### config.mk
export PLATFORM = sky130hd
export DESIGN_NAME = adct_timer
export DESIGN_NICKNAME = d
export VERILOG_FILES = /design/src/core/adct_pkg.sv /design/src/core/adct_timer.sv /design/src/core/adct_counter.sv
export VERILOG_INCLUDE_DIRS = /design/src /design/src/core
export SDC_FILE = /design/constraint.sdc
export NUM_CORES = 1
export LEC_CHECK = 0
export BUFFER_PORTS_ARGS = -buffer_cell sky130_fd_sc_hd__buf_4
export CORE_MARGIN = 2
export CORE_UTILIZATION = 40
export CTS_CLUSTER_SIZE = 8
export DETAILED_ROUTE_END_ITERATION = 12
export PLACE_DENSITY = 0.7
export SYNTH_ARGS = -nofsm -noshare
export SYNTH_HDL_FRONTEND = slang
export SYNTH_SLANG_ARGS = --single-unit
### constraint.sdc
create_clock -name clk -period 2.54 [get_ports clk]
set_input_delay 0.381 -clock clk [delete_from_list [all_inputs] [get_ports clk]]
set_output_delay 0.381 -clock clk [all_outputs]
set_load 0.02 [all_outputs]
### src/core/adct_map.svh
`ifndef ADCT_MAP_SVH
`define ADCT_MAP_SVH

// Timing register layout
`define ADCT_SAMPLE_HI   7
`define ADCT_SAMPLE_LO   5
`define ADCT_CONVERT_HI  4
`define ADCT_CONVERT_LO  0
`define ADCT_TIME_RESET  8'h00

// Phase arithmetic
`define ADCT_SAMPLE_MUL  4'd8
`define ADCT_SAMPLE_ADD  16'd2
`define ADCT_CONVERT_MUL 16'd2
`define ADCT_CONVERT_ONE 16'd1
`define ADCT_CONVERT_ADD 16'd3
`define ADCT_BITS_8      16'd8
`define ADCT_BITS_10     16'd10

`endif

### src/core/adct_pkg.sv
`default_nettype none

package adct_pkg;

   typedef enum logic [1:0] {
      ADCT_IDLE,
      ADCT_SAMPLE,
      ADCT_CONVERT
   } adct_phase_t;

   typedef struct packed {
      logic [2:0] sample_count_field;
      logic [4:0] convert_count_field;
   } adct_timing_t;

   typedef struct packed {
      logic sample_switch;
      logic compare_step;
      logic busy;
      logic done;
   } adct_analog_t;

endpackage

`default_nettype wire

### src/core/adct_timer.sv
`timescale 1ns/100ps
`default_nettype none
`include "adct_map.svh"

module adct_timer (
   input  wire logic                 clk,
   input  wire logic                 rst_n,
   input  wire logic                 time_we,
   input  wire logic [7:0]           time_wdata,
   input  wire logic                 ten_bit_mode,
   input  wire logic                 start,
   output logic [7:0]                time_rdata,
   output adct_pkg::adct_analog_t    analog
);

   typedef struct packed {
      adct_pkg::adct_phase_t  phase;
      adct_pkg::adct_timing_t timing;
      logic                   ten_bit;
      logic                   done;
   } adct_state_t;

   adct_state_t state;
   adct_state_t next_state;
   logic        cnt_load;
   logic [15:0] cnt_value;
   logic        cnt_running;
   logic        cnt_expire;

   // ---------------------------------------------------------------
   // Phase lengths
   // ---------------------------------------------------------------
   function automatic logic [15:0] sample_len(input logic [2:0] f);
      sample_len = 16'(f) * 16'(`ADCT_SAMPLE_MUL) + `ADCT_SAMPLE_ADD;
   endfunction

   function automatic logic [15:0] convert_len(input logic [4:0] f, input logic ten);
      logic [15:0] bits;
      bits = ten ? `ADCT_BITS_10 : `ADCT_BITS_8;
      convert_len = `ADCT_CONVERT_MUL * bits * (16'(f) + `ADCT_CONVERT_ONE)
                    + `ADCT_CONVERT_ADD;
   endfunction

   adct_counter u_counter (
      .clk        (clk),
      .rst_n      (rst_n),
      .load       (cnt_load),
      .load_value (cnt_value),
      .running    (cnt_running),
      .expire     (cnt_expire)
   );

   // ---------------------------------------------------------------
   // Sequencer
   // ---------------------------------------------------------------
   always_comb begin
      next_state      = state;
      next_state.done = 1'b0;
      cnt_load        = 1'b0;
      cnt_value       = 16'h0000;
      if (time_we) begin
         next_state.timing = adct_pkg::adct_timing_t'(time_wdata);
      end
      case (state.phase)
         adct_pkg::ADCT_IDLE: begin
            if (start) begin
               next_state.phase   = adct_pkg::ADCT_SAMPLE;
               next_state.ten_bit = ten_bit_mode;
               cnt_load           = 1'b1;
               cnt_value          = sample_len(state.timing.sample_count_field);
            end
         end
         adct_pkg::ADCT_SAMPLE: begin
            if (cnt_expire) begin
               next_state.phase = adct_pkg::ADCT_CONVERT;
               cnt_load         = 1'b1;
               cnt_value        = convert_len(state.timing.convert_count_field,
                                              state.ten_bit);
            end
         end
         adct_pkg::ADCT_CONVERT: begin
            if (cnt_expire) begin
               next_state.phase = adct_pkg::ADCT_IDLE;
               next_state.done  = 1'b1;
            end
         end
         default: begin
            next_state.phase = adct_pkg::ADCT_IDLE;
         end
      endcase
   end

   always_ff @(posedge clk or negedge rst_n) begin
      if (!rst_n) begin
         state.phase   <= adct_pkg::ADCT_IDLE;
         state.timing  <= adct_pkg::adct_timing_t'(`ADCT_TIME_RESET);
         state.ten_bit <= 1'b0;
         state.done    <= 1'b0;
      end else begin
         state <= next_state;
      end
   end

   // ---------------------------------------------------------------
   // Outputs
   // ---------------------------------------------------------------
   assign time_rdata          = state.timing;
   assign analog.sample_switch = (state.phase == adct_pkg::ADCT_SAMPLE);
   assign analog.compare_step  = (state.phase == adct_pkg::ADCT_CONVERT);
   assign analog.busy          = (state.phase != adct_pkg::ADCT_IDLE);
   assign analog.done          = state.done;

   // ---------------------------------------------------------------
   // Checks
   // ---------------------------------------------------------------
   logic [15:0] ph_len;
   always_ff @(posedge clk or negedge rst_n) begin
      if (!rst_n) begin
         ph_len <= 16'h0000;
      end else if (cnt_load) begin
         ph_len <= 16'h0001;
      end else begin
         ph_len <= ph_len + 16'h0001;
      end
   end

   a_sample_length: assert property (@(posedge clk) disable iff (!rst_n)
      (analog.sample_switch && cnt_expire) |->
      ph_len == sample_len(state.timing.sample_count_field))
      else $error("Sample phase length wrong");

   a_convert_length: assert property (@(posedge clk) disable iff (!rst_n)
      (analog.compare_step && cnt_expire) |->
      ph_len == convert_len(state.timing.convert_count_field, state.ten_bit))
      else $error("Conversion phase length wrong");

   a_phase_order: assert property (@(posedge clk) disable iff (!rst_n)
      $fell(analog.sample_switch) |-> analog.compare_step)
      else $error("Conversion did not follow sampling");

   a_switch_exclusive: assert property (@(posedge clk) disable iff (!rst_n)
      !(analog.sample_switch && analog.compare_step))
      else $error("Sample and convert overlap");

   a_done_after_convert_count_field: assert property (@(posedge clk) disable iff (!rst_n)
      analog.done |-> $past(analog.compare_step) && !analog.busy)
      else $error("Done without conversion");

   a_start_samples: assert property (@(posedge clk) disable iff (!rst_n)
      (!analog.busy && start) |=> analog.sample_switch[*2])
      else $error("Start did not begin sampling");

   a_mode_held: assert property (@(posedge clk) disable iff (!rst_n)
      (analog.busy && $past(analog.busy)) |-> $stable(state.ten_bit))
      else $error("Bit mode changed mid conversion");

   a_field_layout: assert property (@(posedge clk) disable iff (!rst_n)
      time_we |=> state.timing.sample_count_field ==
      $past(time_wdata[`ADCT_SAMPLE_HI:`ADCT_SAMPLE_LO]))
      else $error("Timing register layout wrong");

   a_convert_field: assert property (@(posedge clk) disable iff (!rst_n)
      time_we |=> state.timing.convert_count_field ==
      $past(time_wdata[`ADCT_CONVERT_HI:`ADCT_CONVERT_LO]))
      else $error("Conversion field layout wrong");

   a_mode_latched: assert property (@(posedge clk) disable iff (!rst_n)
      (!analog.busy && start) |=> state.ten_bit == $past(ten_bit_mode))
      else $error("Bit mode not taken at start");

   a_done_single: assert property (@(posedge clk) disable iff (!rst_n)
      analog.done |=> !analog.done)
      else $error("Done longer than one cycle");

   a_convert_entry: assert property (@(posedge clk) disable iff (!rst_n)
      $rose(analog.compare_step) |-> $past(analog.sample_switch))
      else $error("Conversion without sampling");

   a_sample_holds: assert property (@(posedge clk) disable iff (!rst_n)
      (analog.sample_switch && !cnt_expire) |=> analog.sample_switch)
      else $error("Sample phase cut short");

   a_convert_holds: assert property (@(posedge clk) disable iff (!rst_n)
      (analog.compare_step && !cnt_expire) |=> analog.compare_step)
      else $error("Conversion phase cut short");

   a_busy_counting: assert property (@(posedge clk) disable iff (!rst_n)
      analog.busy == cnt_running)
      else $error("Phase active without period count");

   // ---------------------------------------------------------------
   // Coverage
   // ---------------------------------------------------------------
   c_ten_bit: cover property (@(posedge clk) disable iff (!rst_n)
      analog.done && state.ten_bit);
   c_eight_bit: cover property (@(posedge clk) disable iff (!rst_n)
      analog.done && !state.ten_bit);
   c_write_idle: cover property (@(posedge clk) disable iff (!rst_n)
      time_we && !analog.busy);
   c_back_to_back: cover property (@(posedge clk) disable iff (!rst_n)
      analog.done && start);
   c_start_busy: cover property (@(posedge clk) disable iff (!rst_n)
      analog.busy && start);

endmodule

`default_nettype wire

### src/core/adct_counter.sv
`timescale 1ns/100ps
`default_nettype none

// Down counter of oscillator periods; expire marks the last period
module adct_counter (
   input  wire logic        clk,
   input  wire logic        rst_n,
   input  wire logic        load,
   input  wire logic [15:0] load_value,
   output logic             running,
   output logic             expire
);

   typedef struct packed {
      logic [15:0] count;
      logic        run;
   } adct_cnt_state_t;

   adct_cnt_state_t state;
   adct_cnt_state_t next_state;

   always_comb begin
      next_state = state;
      if (load) begin
         next_state.count = load_value;
         next_state.run   = (load_value != 16'h0000);
      end else if (state.run) begin
         next_state.count = state.count - 16'h0001;
         if (state.count == 16'h0001) begin
            next_state.run = 1'b0;
         end
      end
   end

   always_ff @(posedge clk or negedge rst_n) begin
      if (!rst_n) begin
         state <= '0;
      end else begin
         state <= next_state;
      end
   end

   assign running = state.run;
   // Load is not fed back here: the sequencer loads on a sample-phase expire
   assign expire  = state.run && (state.count == 16'h0001);

endmodule

`default_nettype wire

Word level (Yosys, flattened, before mapping)
Index checks and enable logic that the tools add are counted.
{"block": "totals", "regBits": 29, "inputBits": 13, "output_inout_bits": 12}
{"block": "op_classes", "addsub": 4, "n_mul": 1, "n_eq_ne": 6, "n_mux": 15, "n_reduce_logical": 7}
{"operator": "two-way mux 17 bit", "count": 2}
{"operator": "one-hot mux 16 bit (2 select lines)", "count": 1}
{"operator": "equality test 16 x 1 -> 1 bit, second input constant", "count": 1}
{"operator": "nonzero test 16 bit", "count": 1}
{"operator": "subtractor 16 x 1 -> 16 bit, second input constant", "count": 1}
{"operator": "adder 11 x 2 -> 12 bit, second input constant", "count": 1}
{"operator": "two-way mux 12 bit", "count": 1}
{"operator": "multiplier 4 x 6 -> 10 bit", "count": 1}
{"operator": "two-way mux 2 bit", "count": 4}
{"operator": "adder 6 x 2 -> 7 bit, second input constant", "count": 1}
{"operator": "two-way mux 7 bit", "count": 1}
{"operator": "adder 5 x 1 -> 6 bit, second input constant", "count": 1}
{"operator": "one-hot mux 2 bit (3 select lines)", "count": 1}
{"operator": "two-way mux 1 bit", "count": 4}
{"operator": "inequality test 2 x 1 -> 1 bit, second input constant", "count": 2}
{"operator": "nonzero test 2 bit", "count": 2}
{"operator": "AND reduction 3 bit", "count": 1}
{"operator": "equality test 2 x 1 -> 1 bit, second input constant", "count": 1}
{"operator": "equality test 2 bit, second input constant", "count": 1}
{"operator": "logical NOT 2 bit", "count": 1}
{"operator": "inequality test 2 bit, second input constant", "count": 1}
{"operator": "one-hot mux 1 bit (2 select lines)", "count": 1}
{"operator": "AND reduction 2 bit", "count": 1}
{"operator": "logical AND 1 bit", "count": 1}

Longest topological paths before layout
Gate-level depths: netlist of the first run.
{"block": "depth", "ltp_word": 7, "depth_mapped": 11, "mapped_depth_nobuf": 11}

By module
A second synthesis of the first run with hierarchy kept.
{"block": "hier_totals", "hier_cells": 198, "hier_area_um2": 1968.1}
{"mod": "adct_counter", "instances": 1, "cells_per_inst": 108, "area_each_um2": 1028.5}
{"mod": "adct_timer", "instances": 1, "cells_per_inst": 90, "area_each_um2": 939.7}

Worst setup path before layout of the first run
No wires, ideal clock.
{"block": "synth_path", "kind": "register to register", "start": "register state (netlist bit time_rdata[0])", "end": "register u_counter.state[11] in the netlist's numbering", "setup_time_ns": 0.138, "arrival_ns": 2.454, "setup_slack_ns": -0.053, "path_stages_with_launch": 12, "path_buffers": 0, "period_less_slack_ns": 2.593, "cell_sequence": "dfrtp_1 ha_1 nand3_1 xnor2_1 and2_1 ha_1 ha_1 ha_1 fa_1 a21o_1 a21oi_1 mux2i_1"}
{"block": "synth_between", "elab_chain_cells": 6}
{"element": "start, declared", "line": "adct_timer.sv:23", "source": "adct_state_t state;"}
{"element": "start signal, assigned", "line": "adct_timer.sv:100", "source": "state <= next_state;"}
{"element": "adder 5 x 1 -> 6 bit (no source line)"}
{"element": "multiplier 4 x 6 -> 10 bit (no source line)"}
{"element": "adder 11 x 2 -> 12 bit (no source line)"}
{"element": "two-way mux 12 bit", "line": "adct_timer.sv:74", "source": "if (cnt_expire) begin"}
{"element": "one-hot mux 16 bit (2 select lines)", "line": "adct_timer.sv:64", "source": "case (state.phase)"}
{"element": "two-way mux 17 bit", "line": "adct_counter.sv:24", "source": "if (load) begin"}
{"element": "end signal, assigned", "line": "adct_counter.sv:39", "source": "state <= next_state;"}
{"element": "end, declared", "line": "adct_counter.sv:19", "source": "adct_cnt_state_t state;"}
No other way between the ends.
A chain may end at the register's enable or synchronous reset.

Final worst setup path of the first run
Same ends and word-level chain as after synthesis.

==> results of run 1 <==
-- routing by layer --
layer	track usage, %	up-vias	part of all wire [%]	routed length, um
li1	-	721	-	-
met1	21.1	679	47	1810
met2	26.0	31	48	1830
met3	3.33	6	3.2	122
met4	6.17	0	1.7	64
met5	0	-	0	0
-- final cells by class --
| cell class | count | area share (%) |
|---|---|---|
| multi-input cells | 139 | 49.5 |
| clock buffers | 7 | 3.69 |
| repair buffers | 33 | 10.7 |
| well taps | 52 | 2.78 |
| inverters | 6 | 0.962 |
| clock inverters | 1 | 1.28 |
| flip-flops and latches | 29 | 31.0 |
-- critical path, stage by stage, from the launching register on --
cell	delay (ns)
dfrtp_1	0.38
ha_2	0.20
nand3_2	0.10
xnor2_2	0.15
and2_4	0.17
ha_4	0.26
ha_4	0.19
ha_4	0.16
fa_2	0.33
a21o_1	0.17
a21oi_2	0.13
mux2i_1	0.07
-- registers in the layout, summed over array words and instances, names as in the netlist --
name               count
analog                 1
state                  3
time_rdata             8
u_counter.running      1
u_counter.state       16
-- cell families after synthesis --
group | share of synthesized area [%]
adders and majority gates | 11.1
muxes | 8.61
buffers and inverters | 6.47
xor gates and xnor gates | 5.14
and+or+nand+nor | 20.1
DFF | 38.7
AOI/OAI and AO/OA | 9.87
-- stage by stage --
step	util (%)	hold WS (ns)	std cells	worst slack, ns	area, um2
finish	52.7	0.0248	267	0.0903	2340
global route	52.7	0.0561	267	-0.00297	2340
CTS	50.8	0.0334	267	0.00393	2260
detailed placement	47.0	0.331	258	-0.0500	2090
global placement	47.0	0.334	258	0.0191	2090
floorplan	-	0.0854	190	0.0229	1880
-- repair_timing --
item | in CTS | in global routing
setup buffers | 1 | 0
hold buffers | 0 | 0
endpoints found under the setup margin | 4 | 4
pin swaps | 6 | 5
hold endpoints to repair | 0 | 0
gates resized for setup | 5 | 14
gates cloned | 0 | 0
-- cell usage in the layout, fill, tap and decap left out, drive strengths merged, types with 3 or more instances in the layout --
cell type / instances
mux2: 9
ha: 15
dfrtp: 29
or4: 6
nand2: 18
o31ai: 4
o21ai: 9
or3: 5
clkbuf: 7
and2: 6
mux2i: 6
nand3: 4
nor4: 8
nor2: 8
inv: 6
buf: 33
a21oi: 7
xnor2: 9
or2: 3
-- worst max path at each step --
| stage | to | startpoint | slack [ns] |
|---|---|---|---|
| floorplan | u_counter.state[11] | time_rdata[0] | 0.02 |
| finish | u_counter.state[11] | time_rdata[0] | 0.09 |
| global route | u_counter.state[9] | time_rdata[0] | -0.003 |
| global placement | u_counter.state[11] | time_rdata[1] | 0.02 |
| detailed placement | u_counter.state[11] | time_rdata[1] | -0.05 |
| CTS | u_counter.state[11] | time_rdata[0] | 0.004 |
-- power groups by stage --
| stage | clock [mW] | combinational, mW | sequential, mW |
|---|---|---|---|
| 2_1_floorplan | 0 | 0.108 | 0.495 |
| 3_3_place_gp | 0 | 0.159 | 0.497 |
| 3_5_place_dp | 0 | 0.162 | 0.497 |
| 4_1_cts | 0.503 | 0.186 | 0.489 |
| 5_1_grt | 0.523 | 0.226 | 0.495 |
| 6_report | 0.499 | 0.206 | 0.492 |
==> metrics.md, run 1 <==
| Metric | Value |
|---|---|
| Worst reg2reg endpoint | u_counter.state[11] |
| Buffers on Ports | 24 |
| DR iter-0 viols | 46 |
| Die height | 72.5 um |
| Number of flops mapped to enable cells by yosys | 0 |
| PwrDens | 511 nW/um2 |
| Int Power | 0.904 mW |
| DIE AREA | 5250 um2 |
| Post-Synthesis Net Count | 219 |
| # fillers | 407 |
| Switch Pwr | 0.293 mW |
| # rows | 24 |
| Critical path peak fanout | 2 |
| MaxCap Viol Count | 0 |
| Dominant cells by area after synthesis | dfrtp_1, ha_1, mux2_2 |
| Vias per inst | 5.38 |
| Critical Path Start Type | flip-flop |
| Power Total | 1.20 mW |
| Initial antenna violation count | 0 |
| Vias in the first global route | 1474 |
| Total grt overflow | 0 |
| Sw Share | 24.5% |
| First-pass GRT wire length | 6560 um |
| Hold Path Class | in2async |
| YS warnings | 0 |
| Fin crit share | 96.4% |
| Initial Utilization | 42.2% |
| R2R Path Start | time_rdata[0] |
| Pin count of the biggest net entering global routing | 30 |
| Clock Skews | 0.00602 ns |
| Final worst path period need | 2.45 ns |
| Die W | 72.5 um |
| FF+latch area | 727 um2 |
| Combinational cell fraction of total power | 17.2% |
| # setup viols final | 0 |
| Final layout net count | 243 |
| Slew HR | 63.9% |
| Clock network fraction of total power | 41.7% |
| Clk_lat worst skew | 0.28 ns |
| Main synth FF type | dfrtp_1 |
| Residual DRC count | 0 |
| Ant. Diodes | 0 |
| Routed wire per std cell | 14.3 um |
| Gpl congestion | 0.791 |
| Number of nets with antenna violations after routing | 0 |
| Yosys top cell by area | dfrtp_1 |
| CTS Buf Count | 5 |
| Critical setup path kind | reg2reg |
| Num ports | 25 |
| Worst Path Arrival | 2.60 ns |
| CTS sink cnt | 29 |
| R2R cell count | 11 |
| Share of post-route cells with drive strength above 1 | 35.8% |
| CTS Root Cell | clkbuf_8 |
| Hold Vio Cnt, Final | 0 |
| Syn_area_per_cell | 9.87 um2 |
| Number of synthesized register bits | 29 |
| Worst vdd ir | 275 uV |
| Core Region | 4440 um2 |
| Max frequency | 408 MHz |
| Gr usage total | 16.0% |
| Total negative setup slack | 0 ns |
| DR vias | 1437 |
| Most frequent cell after synthesis | dfrtp_1 |
| Synth top area share | 38.7% |
| Area of the multi-input gates | 1160 um2 |
| Worst-margin pin slew | 0.536 ns |
| Max Root-Sink Buffers | 2 |
| Initial DRT Pass Iterations | 4 |
| Seq pwr share | 41.2% |
| R2R Setup Slk | 0.09 ns |
| H-tree depth | 2 |
| HPWL Detailed | 2810 um |
| Final wirelength | 3830 um |
| Seq/Total Area, Yosys | 38.7% |
| Post-synth ARST share | 100% |
| CP required | 2.69 ns |
| CTS tree | yes |
| Max Slew Vio Count | 0 |
| Number of library cell types mapped by synthesis | 37 |
| Crit end category | flip-flop |
| Mapped Area | 1880 um2 |
| Area growth, synth to finish | 24.9% |
| Status | completed |
| Worst-path clk slew | 0.07 ns |
| Top cells by count, synth | dfrtp_1, nand2_1, ha_1 |
| Leakage | 1.05 nW |
| Mapped Cells | 190 |
(Power assumes the default switching activity.)
==> run 2, diff against run 1 <==
--- a/config.mk
+++ b/config.mk
@@ -6,12 +6,12 @@
 export SDC_FILE = /design/constraint.sdc
 export NUM_CORES = 1
 export LEC_CHECK = 0
-export BUFFER_PORTS_ARGS = -buffer_cell sky130_fd_sc_hd__buf_4
 export CORE_MARGIN = 2
 export CORE_UTILIZATION = 40
 export CTS_CLUSTER_SIZE = 8
 export DETAILED_ROUTE_END_ITERATION = 12
-export PLACE_DENSITY = 0.7
+export DONT_BUFFER_PORTS = 1
+export PLACE_DENSITY = 0.65
 export SYNTH_ARGS = -nofsm -noshare
 export SYNTH_HDL_FRONTEND = slang
 export SYNTH_SLANG_ARGS = --single-unit
==> run 2 against run 1 <==
Effect of this change: combinational power increased by 2%; cell count shrank 5.6%; utilization down 1.7 points; cell area fell by 3.2%; die area did not move.
==> metrics.md, run 2 (synthesis results as in run 1) <==
| Metric | Value |
|---|---|
| Hold Vio Cnt, Final | 0 (unchanged) |
| Area of the multi-input gates | 1180 um2 (+1.5%) |
| DR iter-0 viols | 59 (+28%) |
| Hold Slack | 0.185 ns (+0.160 ns) |
| Worst vdd ir | 396 uV (+44%) |
| PwrDens | 537 nW/um2 (+5.0%) |
| Int Power | 0.907 mW (+0.35%) |
| Share of post-route cells with drive strength above 1 | 31.0% (-4.8 points) |
| Critical setup path kind | reg2reg |
| Max Root-Sink Buffers | 2 (unchanged) |
| Worst-margin pin slew | 0.540 ns (+0.00371 ns) |
| FF+latch area | 726 um2 (-0.17%) |
| CTS tree | yes |
| Commonest non-fill, non-tap cell in the layout | dfrtp_1 |
| Worst path most repeated cell | ha_4 |
| Cell breakdown of the critical path | ha_4, nand3_2, xnor2_2, and2_4, ha_4, ha_4, ha_4, fa_2, a21o_1, a21oi_1, mux2i_1 |
| Core Region | 4440 um2 (unchanged) |
| Final worst path period need | 2.47 ns (+0.0207 ns) |
| Clock network fraction of total power | 41.8% (about the same) |
| # fillers | 405 (-0.49%) |
| First-pass GRT wire length | 6220 um (-5.3%) |
| Most frequent cells in the layout | dfrtp_1, nand2_1, buf_4, o21ai_0, mux2_2 |
| Clock Skews | 0.00664 ns (+0.000618 ns) |
| CTS Root Cell | clkbuf_8 |
| Seq pwr share | 41.0% (-0.2 points) |
| Die W | 72.5 um (unchanged) |
| Largest stage delay on the critical path | 0.41 ns (+0.03 ns) |
| Residual DRC count | 0 (unchanged) |
| Vias in the first global route | 1388 (-5.8%) |
| CTS sink cnt | 29 (unchanged) |
| DR vias | 1398 (-2.7%) |
| Ant. Diodes | 0 (unchanged) |
| Hold Path Class | in2reg |
| Leakage | 0.985 nW (-6.0%) |
| Switch Pwr | 0.311 mW (+6.0%) |
| Clk_lat worst skew | 0.29 ns (about the same) |
| Slowest cell on the critical path | dfrtp_1 |
| Final wirelength | 3950 um (+3.2%) |
| Initial antenna violation count | 0 (unchanged) |
| Gr usage total | 15.4% (-0.64 points) |
| Max frequency | 405 MHz (-0.84%) |
| Number of nets with antenna violations after routing | 0 (unchanged) |
| Gpl congestion | 0.733 (-7.3%) |
| CP required | 2.70 ns (about the same) |
| Pin count of the biggest net entering global routing | 30 (unchanged) |
| Sw Share | 25.5% (+1.0 points) |
| Util after Layout | 51.0% (-1.7 points) |
| Num ports | 25 (unchanged) |
| Area growth, synth to finish | 20.9% |
| Initial DRT Pass Iterations | 4 (unchanged) |
| Final layout net count | 228 (-6.2%) |
| H-tree depth | 2 (unchanged) |
| Critical Path Start Type | flip-flop |
| Combinational cell fraction of total power | 17.3% (about the same) |
| Routed wire per std cell | 15.7 um (+9.3%) |
| Worst-path clk slew | 0.06 ns (about the same) |
| Critical path peak fanout | 2 (unchanged) |
| Initial Utilization | 42.2% (unchanged) |
| Max Slew Vio Count | 0 (unchanged) |
| Status | completed |
| Slew HR | 63.7% (-0.25 points) |
| Reg with most FFs | u_counter.state |
| DIE AREA | 5250 um2 (unchanged) |
| Total grt overflow | 0 (unchanged) |
| HPWL Detailed | 2630 um (-6.2%) |
| # rows | 24 (unchanged) |
| Vias per inst | 5.55 (+3.1%) |
| Die height | 72.5 um (unchanged) |
| CTS Buf Count | 5 (unchanged) |
| Fin crit share | 97.3% (+0.81 points) |
| Buffers on Ports | 0 (-100%) |
| MaxCap Viol Count | 0 (unchanged) |
| Crit end category | flip-flop |
| Worst Path Arrival | 2.63 ns (+0.03 ns) |
| Max FFs per register | 16 (unchanged) |
| # setup viols final | 0 (unchanged) |
run 2: cell types whose count changed in the layout (fill, tap and decap cells not counted), sizes merged:
cell,change
buf,-16
dlygate4sd3,+1
clkbuf,-1
clkinvlp,+1
run 2: worst max-delay path: cells and delay by family (launching register included):
kind            cells  cell delay, ns
fa+ha+maj           5            1.16
flops               1            0.41
compound gates      2            0.29
simple gates        2            0.26
xor+xnor            1            0.15
mux                 1            0.07
run 2: final timing paths:
kind | from | to | slack [ns] | cells past startpoint
setup / recovery | time_rdata[1] | u_counter.state[11] | 0.07 | 11
hold / removal | time_we | time_rdata[0] | 0.19 | 1
setup reg to reg | time_rdata[1] | u_counter.state[11] | 0.07 | 11
hold reg to reg | u_counter.state[16] | u_counter.state[16] | 0.56 | 2
max in group asynchronous | rst_n | time_rdata[3] | 1.85 | 2
min in group asynchronous | rst_n | u_counter.state[16] | 0.53 | 2
run 2: per-stage QoR:
stage	worst slack (ns)	cell area [um2]	total power [mW]	TNS [ns]	std cells
floorplan	0.0229	1880	0.603	0	190
global placement	0.00867	1950	0.622	0	239
detailed placement	-0.0359	1950	0.625	-0.0709	239
CTS	0.00325	2140	1.16	0	251
global route	-0.0218	2270	1.26	-0.0373	252
finish	0.0696	2270	1.22	0	252
run 2: area by class of cell:
cell class | count | area share [%]
multi-input cells | 139 | 51.9
clock inverters | 2 | 1.65
well taps | 52 | 2.87
clock buffers | 6 | 3.64
repair buffers | 18 | 6.95
inverters | 6 | 0.993
flip-flops and latches | 29 | 32.0
run 2: layer usage:
layer	routed length (um)	vias to the layer above	track usage (%)
li1	-	689	-
met1	1790	676	20.0
met2	1950	27	24.6
met3	160	6	5.28
met4	48	0	4.32
met5	0	-	0
run 2: power groups by stage:
stage | combinational, mW | clock [mW] | sequential, mW
2_1_floorplan | 0.108 | 0 | 0.495
3_3_place_gp | 0.119 | 0 | 0.502
3_5_place_dp | 0.123 | 0 | 0.503
4_1_cts | 0.153 | 0.517 | 0.495
5_1_grt | 0.228 | 0.535 | 0.500
6_report | 0.210 | 0.509 | 0.499
run 2: repair_timing:
| action | 4_1_cts | 5_1_grt |
|---|---|---|
| buffers inserted | 2 | 1 |
| hold buffers | 2 | 0 |
| resized for setup | 3 | 18 |
| endpoints found under the hold margin | 29 | 0 |
| endpoints found under the setup margin | 3 | 4 |
| pin swaps | 6 | 5 |
==> run 3, diff against run 2 <==
--- a/config.mk
+++ b/config.mk
@@ -11,7 +11,7 @@
 export CTS_CLUSTER_SIZE = 8
 export DETAILED_ROUTE_END_ITERATION = 12
 export DONT_BUFFER_PORTS = 1
-export PLACE_DENSITY = 0.65
+export PLACE_DENSITY_LB_ADDON = 0.3
 export SYNTH_ARGS = -nofsm -noshare
 export SYNTH_HDL_FRONTEND = slang
 export SYNTH_SLANG_ARGS = --single-unit
==> run 3 against run 2 <==
Effect of this change: clock skew decreased by 0.0013 ns; via count grew 2.9%; maximum frequency down 1.6%; sequential cell count unchanged; cell count shrank 1.2%; cell area shrank 3.5%; combinational power shrank 16%; utilization is 1.8 points lower; first-iteration DRC count up 47%; sequential power about the same; global-route usage rose by 1.1 points; largest power group is now registers; sequential share of layout area increased by 1.2 points.
==> metrics.md, run 3 (synthesis results as in run 1) <==
| Metric | Value |
|---|---|
| Residual DRC count | 0 (unchanged) |
| MaxCap Viol Count | 0 (unchanged) |
| Most frequent cells in the layout | dfrtp_1, nand2_1, buf_4 |
| Worst hold stages | 1 (unchanged) |
| Gr usage total | 16.5% (+1.1 points) |
| Ant. Diodes | 0 (unchanged) |
| Initial antenna violation count | 0 (unchanged) |
| Max FFs per register | 16 (unchanged) |
| Worst-margin pin slew | 0.660 ns (+0.119 ns) |
| Core Region | 4440 um2 (unchanged) |
| Routed wire per std cell | 16.4 um (+4.7%) |
| CTS Buf Count | 5 (unchanged) |
| Max Root-Sink Buffers | 2 (unchanged) |
| Initial DRT Pass Iterations | 4 (unchanged) |
| Clock Skews | 0.00530 ns (-0.00134 ns) |
| Die height | 72.5 um (unchanged) |
| Area growth, synth to finish | 16.7% |
| R2R cell count | 11 (unchanged) |
| Worst-path clk slew | 0.06 ns (about the same) |
| Worst vdd ir | 338 uV (-15%) |
| Total negative setup slack | 0 ns (unchanged) |
| Die W | 72.5 um (unchanged) |
| HPWL Detailed | 2930 um (+11%) |
| Pin count of the biggest net entering global routing | 30 (unchanged) |
| Slew HR | 55.6% (-8.1 points) |
| DR iter-0 viols | 87 (+47%) |
| H-tree depth | 2 (unchanged) |
| Critical setup path kind | reg2reg |
| Final layout net count | 225 (-1.3%) |
| Commonest non-fill, non-tap cell in the layout | dfrtp_1 |
| Worst reg2reg endpoint | u_counter.state[11] |
| PwrDens | 497 nW/um2 (-7.5%) |
| Critical Path Start Type | flip-flop |
| CTS Root Cell | clkbuf_8 |
| DIE AREA | 5250 um2 (unchanged) |
| Hold Slack | 0.206 ns (+0.0206 ns) |
| Num ports | 25 (unchanged) |
| Vias in the first global route | 1470 (+5.9%) |
| Worst Path Arrival | 2.65 ns (+0.02 ns) |
| CP required | 2.68 ns (-0.02 ns) |
| Gpl congestion | 0.815 (+11%) |
| Hold_sp | time_we |
| # rows | 24 (unchanged) |
| Fin crit share | 98.8% (+1.5 points) |
| Buffers on Ports | 0 (unchanged) |
| Final worst path period need | 2.51 ns (+0.0392 ns) |
| Critical path peak fanout | 2 (unchanged) |
| Post-route insts no fill | 249 (-1.2%) |
| DR vias | 1438 (+2.9%) |
| # setup viols final | 0 (unchanged) |
| RSZ-0062 raised after global routing | true |
| Max frequency | 398 MHz (-1.6%) |
| CTS sink cnt | 29 (unchanged) |
| CTS tree | yes |
| Leakage | 0.965 nW (-2.0%) |
| Hold Vio Cnt, Final | 0 (unchanged) |
| Vias per inst | 5.78 (+4.1%) |
| Status | completed |
| First-pass GRT wire length | 6670 um (+7.2%) |
| Final wirelength | 4080 um (+3.4%) |
| Max Slew Vio Count | 0 (unchanged) |
| Placed cells | 238 (-0.42%) |
| R2R Path Start | time_rdata[0] |
| Clk_lat worst skew | 0.28 ns (about the same) |
| Number of nets with antenna violations after routing | 0 (unchanged) |
| Hold Path Class | in2reg |
| Hold endpoint | time_rdata[0] |
| Reg with most FFs | u_counter.state |
| Share of post-route cells with drive strength above 1 | 28.4% (-2.6 points) |
| Total grt overflow | 0 (unchanged) |
| R2R Setup Slk | 0.03 ns (-0.04 ns) |
| Crit end category | flip-flop |
| Initial Utilization | 42.2% (unchanged) |
-- run 3: worst max-delay path by stage --
| stage | start | cells after the start | slack (ns) | to |
|---|---|---|---|---|
| after detailed placement | time_rdata[0] | 11 | -0.05 | u_counter.state[9] |
| final | time_rdata[0] | 11 | 0.03 | u_counter.state[11] |
| after global placement | time_rdata[1] | 11 | 0.006 | u_counter.state[11] |
| after global routing | time_rdata[1] | 11 | -0.06 | u_counter.state[9] |
| after floorplan | time_rdata[0] | 11 | 0.02 | u_counter.state[11] |
| after CTS | time_rdata[0] | 11 | -0.02 | u_counter.state[11] |
-- run 3: report_power, final --
group          internal, mW  switching, mW  total (mW)
sequential            0.476         0.0228       0.498
combinational        0.0914         0.0854       0.177
clock                 0.244          0.168       0.412
total                 0.811          0.276        1.09
-- run 3: area by class of cell --
| type | count | area [um2] |
|---|---|---|
| Fill cell | 411 | 2250 |
| Multi-Input combinational cell | 139 | 1140 |
| Sequential cell | 29 | 726 |
| Timing Repair Buffer | 15 | 135 |
| Clock buffer | 7 | 96.3 |
| Tap cell | 52 | 65.1 |
| Inverter | 6 | 22.5 |
| Clock inverter | 1 | 5.00 |
-- run 3: what timing repair did --
item / CTS / global route
hold buffers: 2 / 0
endpoints found under the hold margin: 29 / 0
buffers inserted: 1 / 0
resized for setup: 3 / 13
pin swaps: 2 / 6
setup endpoints to repair: 3 / 4
-- run 3: worst max-delay path: stages, from the launching register on --
cell     delay, ns
dfrtp_1       0.37
ha_2          0.19
nand3_2       0.10
xnor2_2       0.16
and2_4        0.17
ha_4          0.27
ha_4          0.20
ha_4          0.16
fa_2          0.39
a21o_1        0.16
a21oi_1       0.13
mux2i_1       0.08
-- run 3: stage by stage --
stage          util [%]  setup slack (ns)  total power, mW  instance area [um2]
6_report           49.3            0.0304             1.09                 2190
5_1_grt            49.3           -0.0635             1.14                 2190
4_1_cts            47.3           -0.0239             1.07                 2100
3_5_place_dp       43.6           -0.0457            0.625                 1940
3_3_place_gp       43.6           0.00593            0.620                 1940
2_1_floorplan         -            0.0229            0.603                 1880
-- run 3: routing by layer --
layer | vias to the layer above | GRT usage (%) | part of all wire [%]
met4 | 0 | 5.56 | 1.3
met5 | - | 0 | 0
met1 | 718 | 19.8 | 42
li1 | 685 | - | -
met2 | 29 | 29.0 | 53
met3 | 6 | 3.89 | 3.8
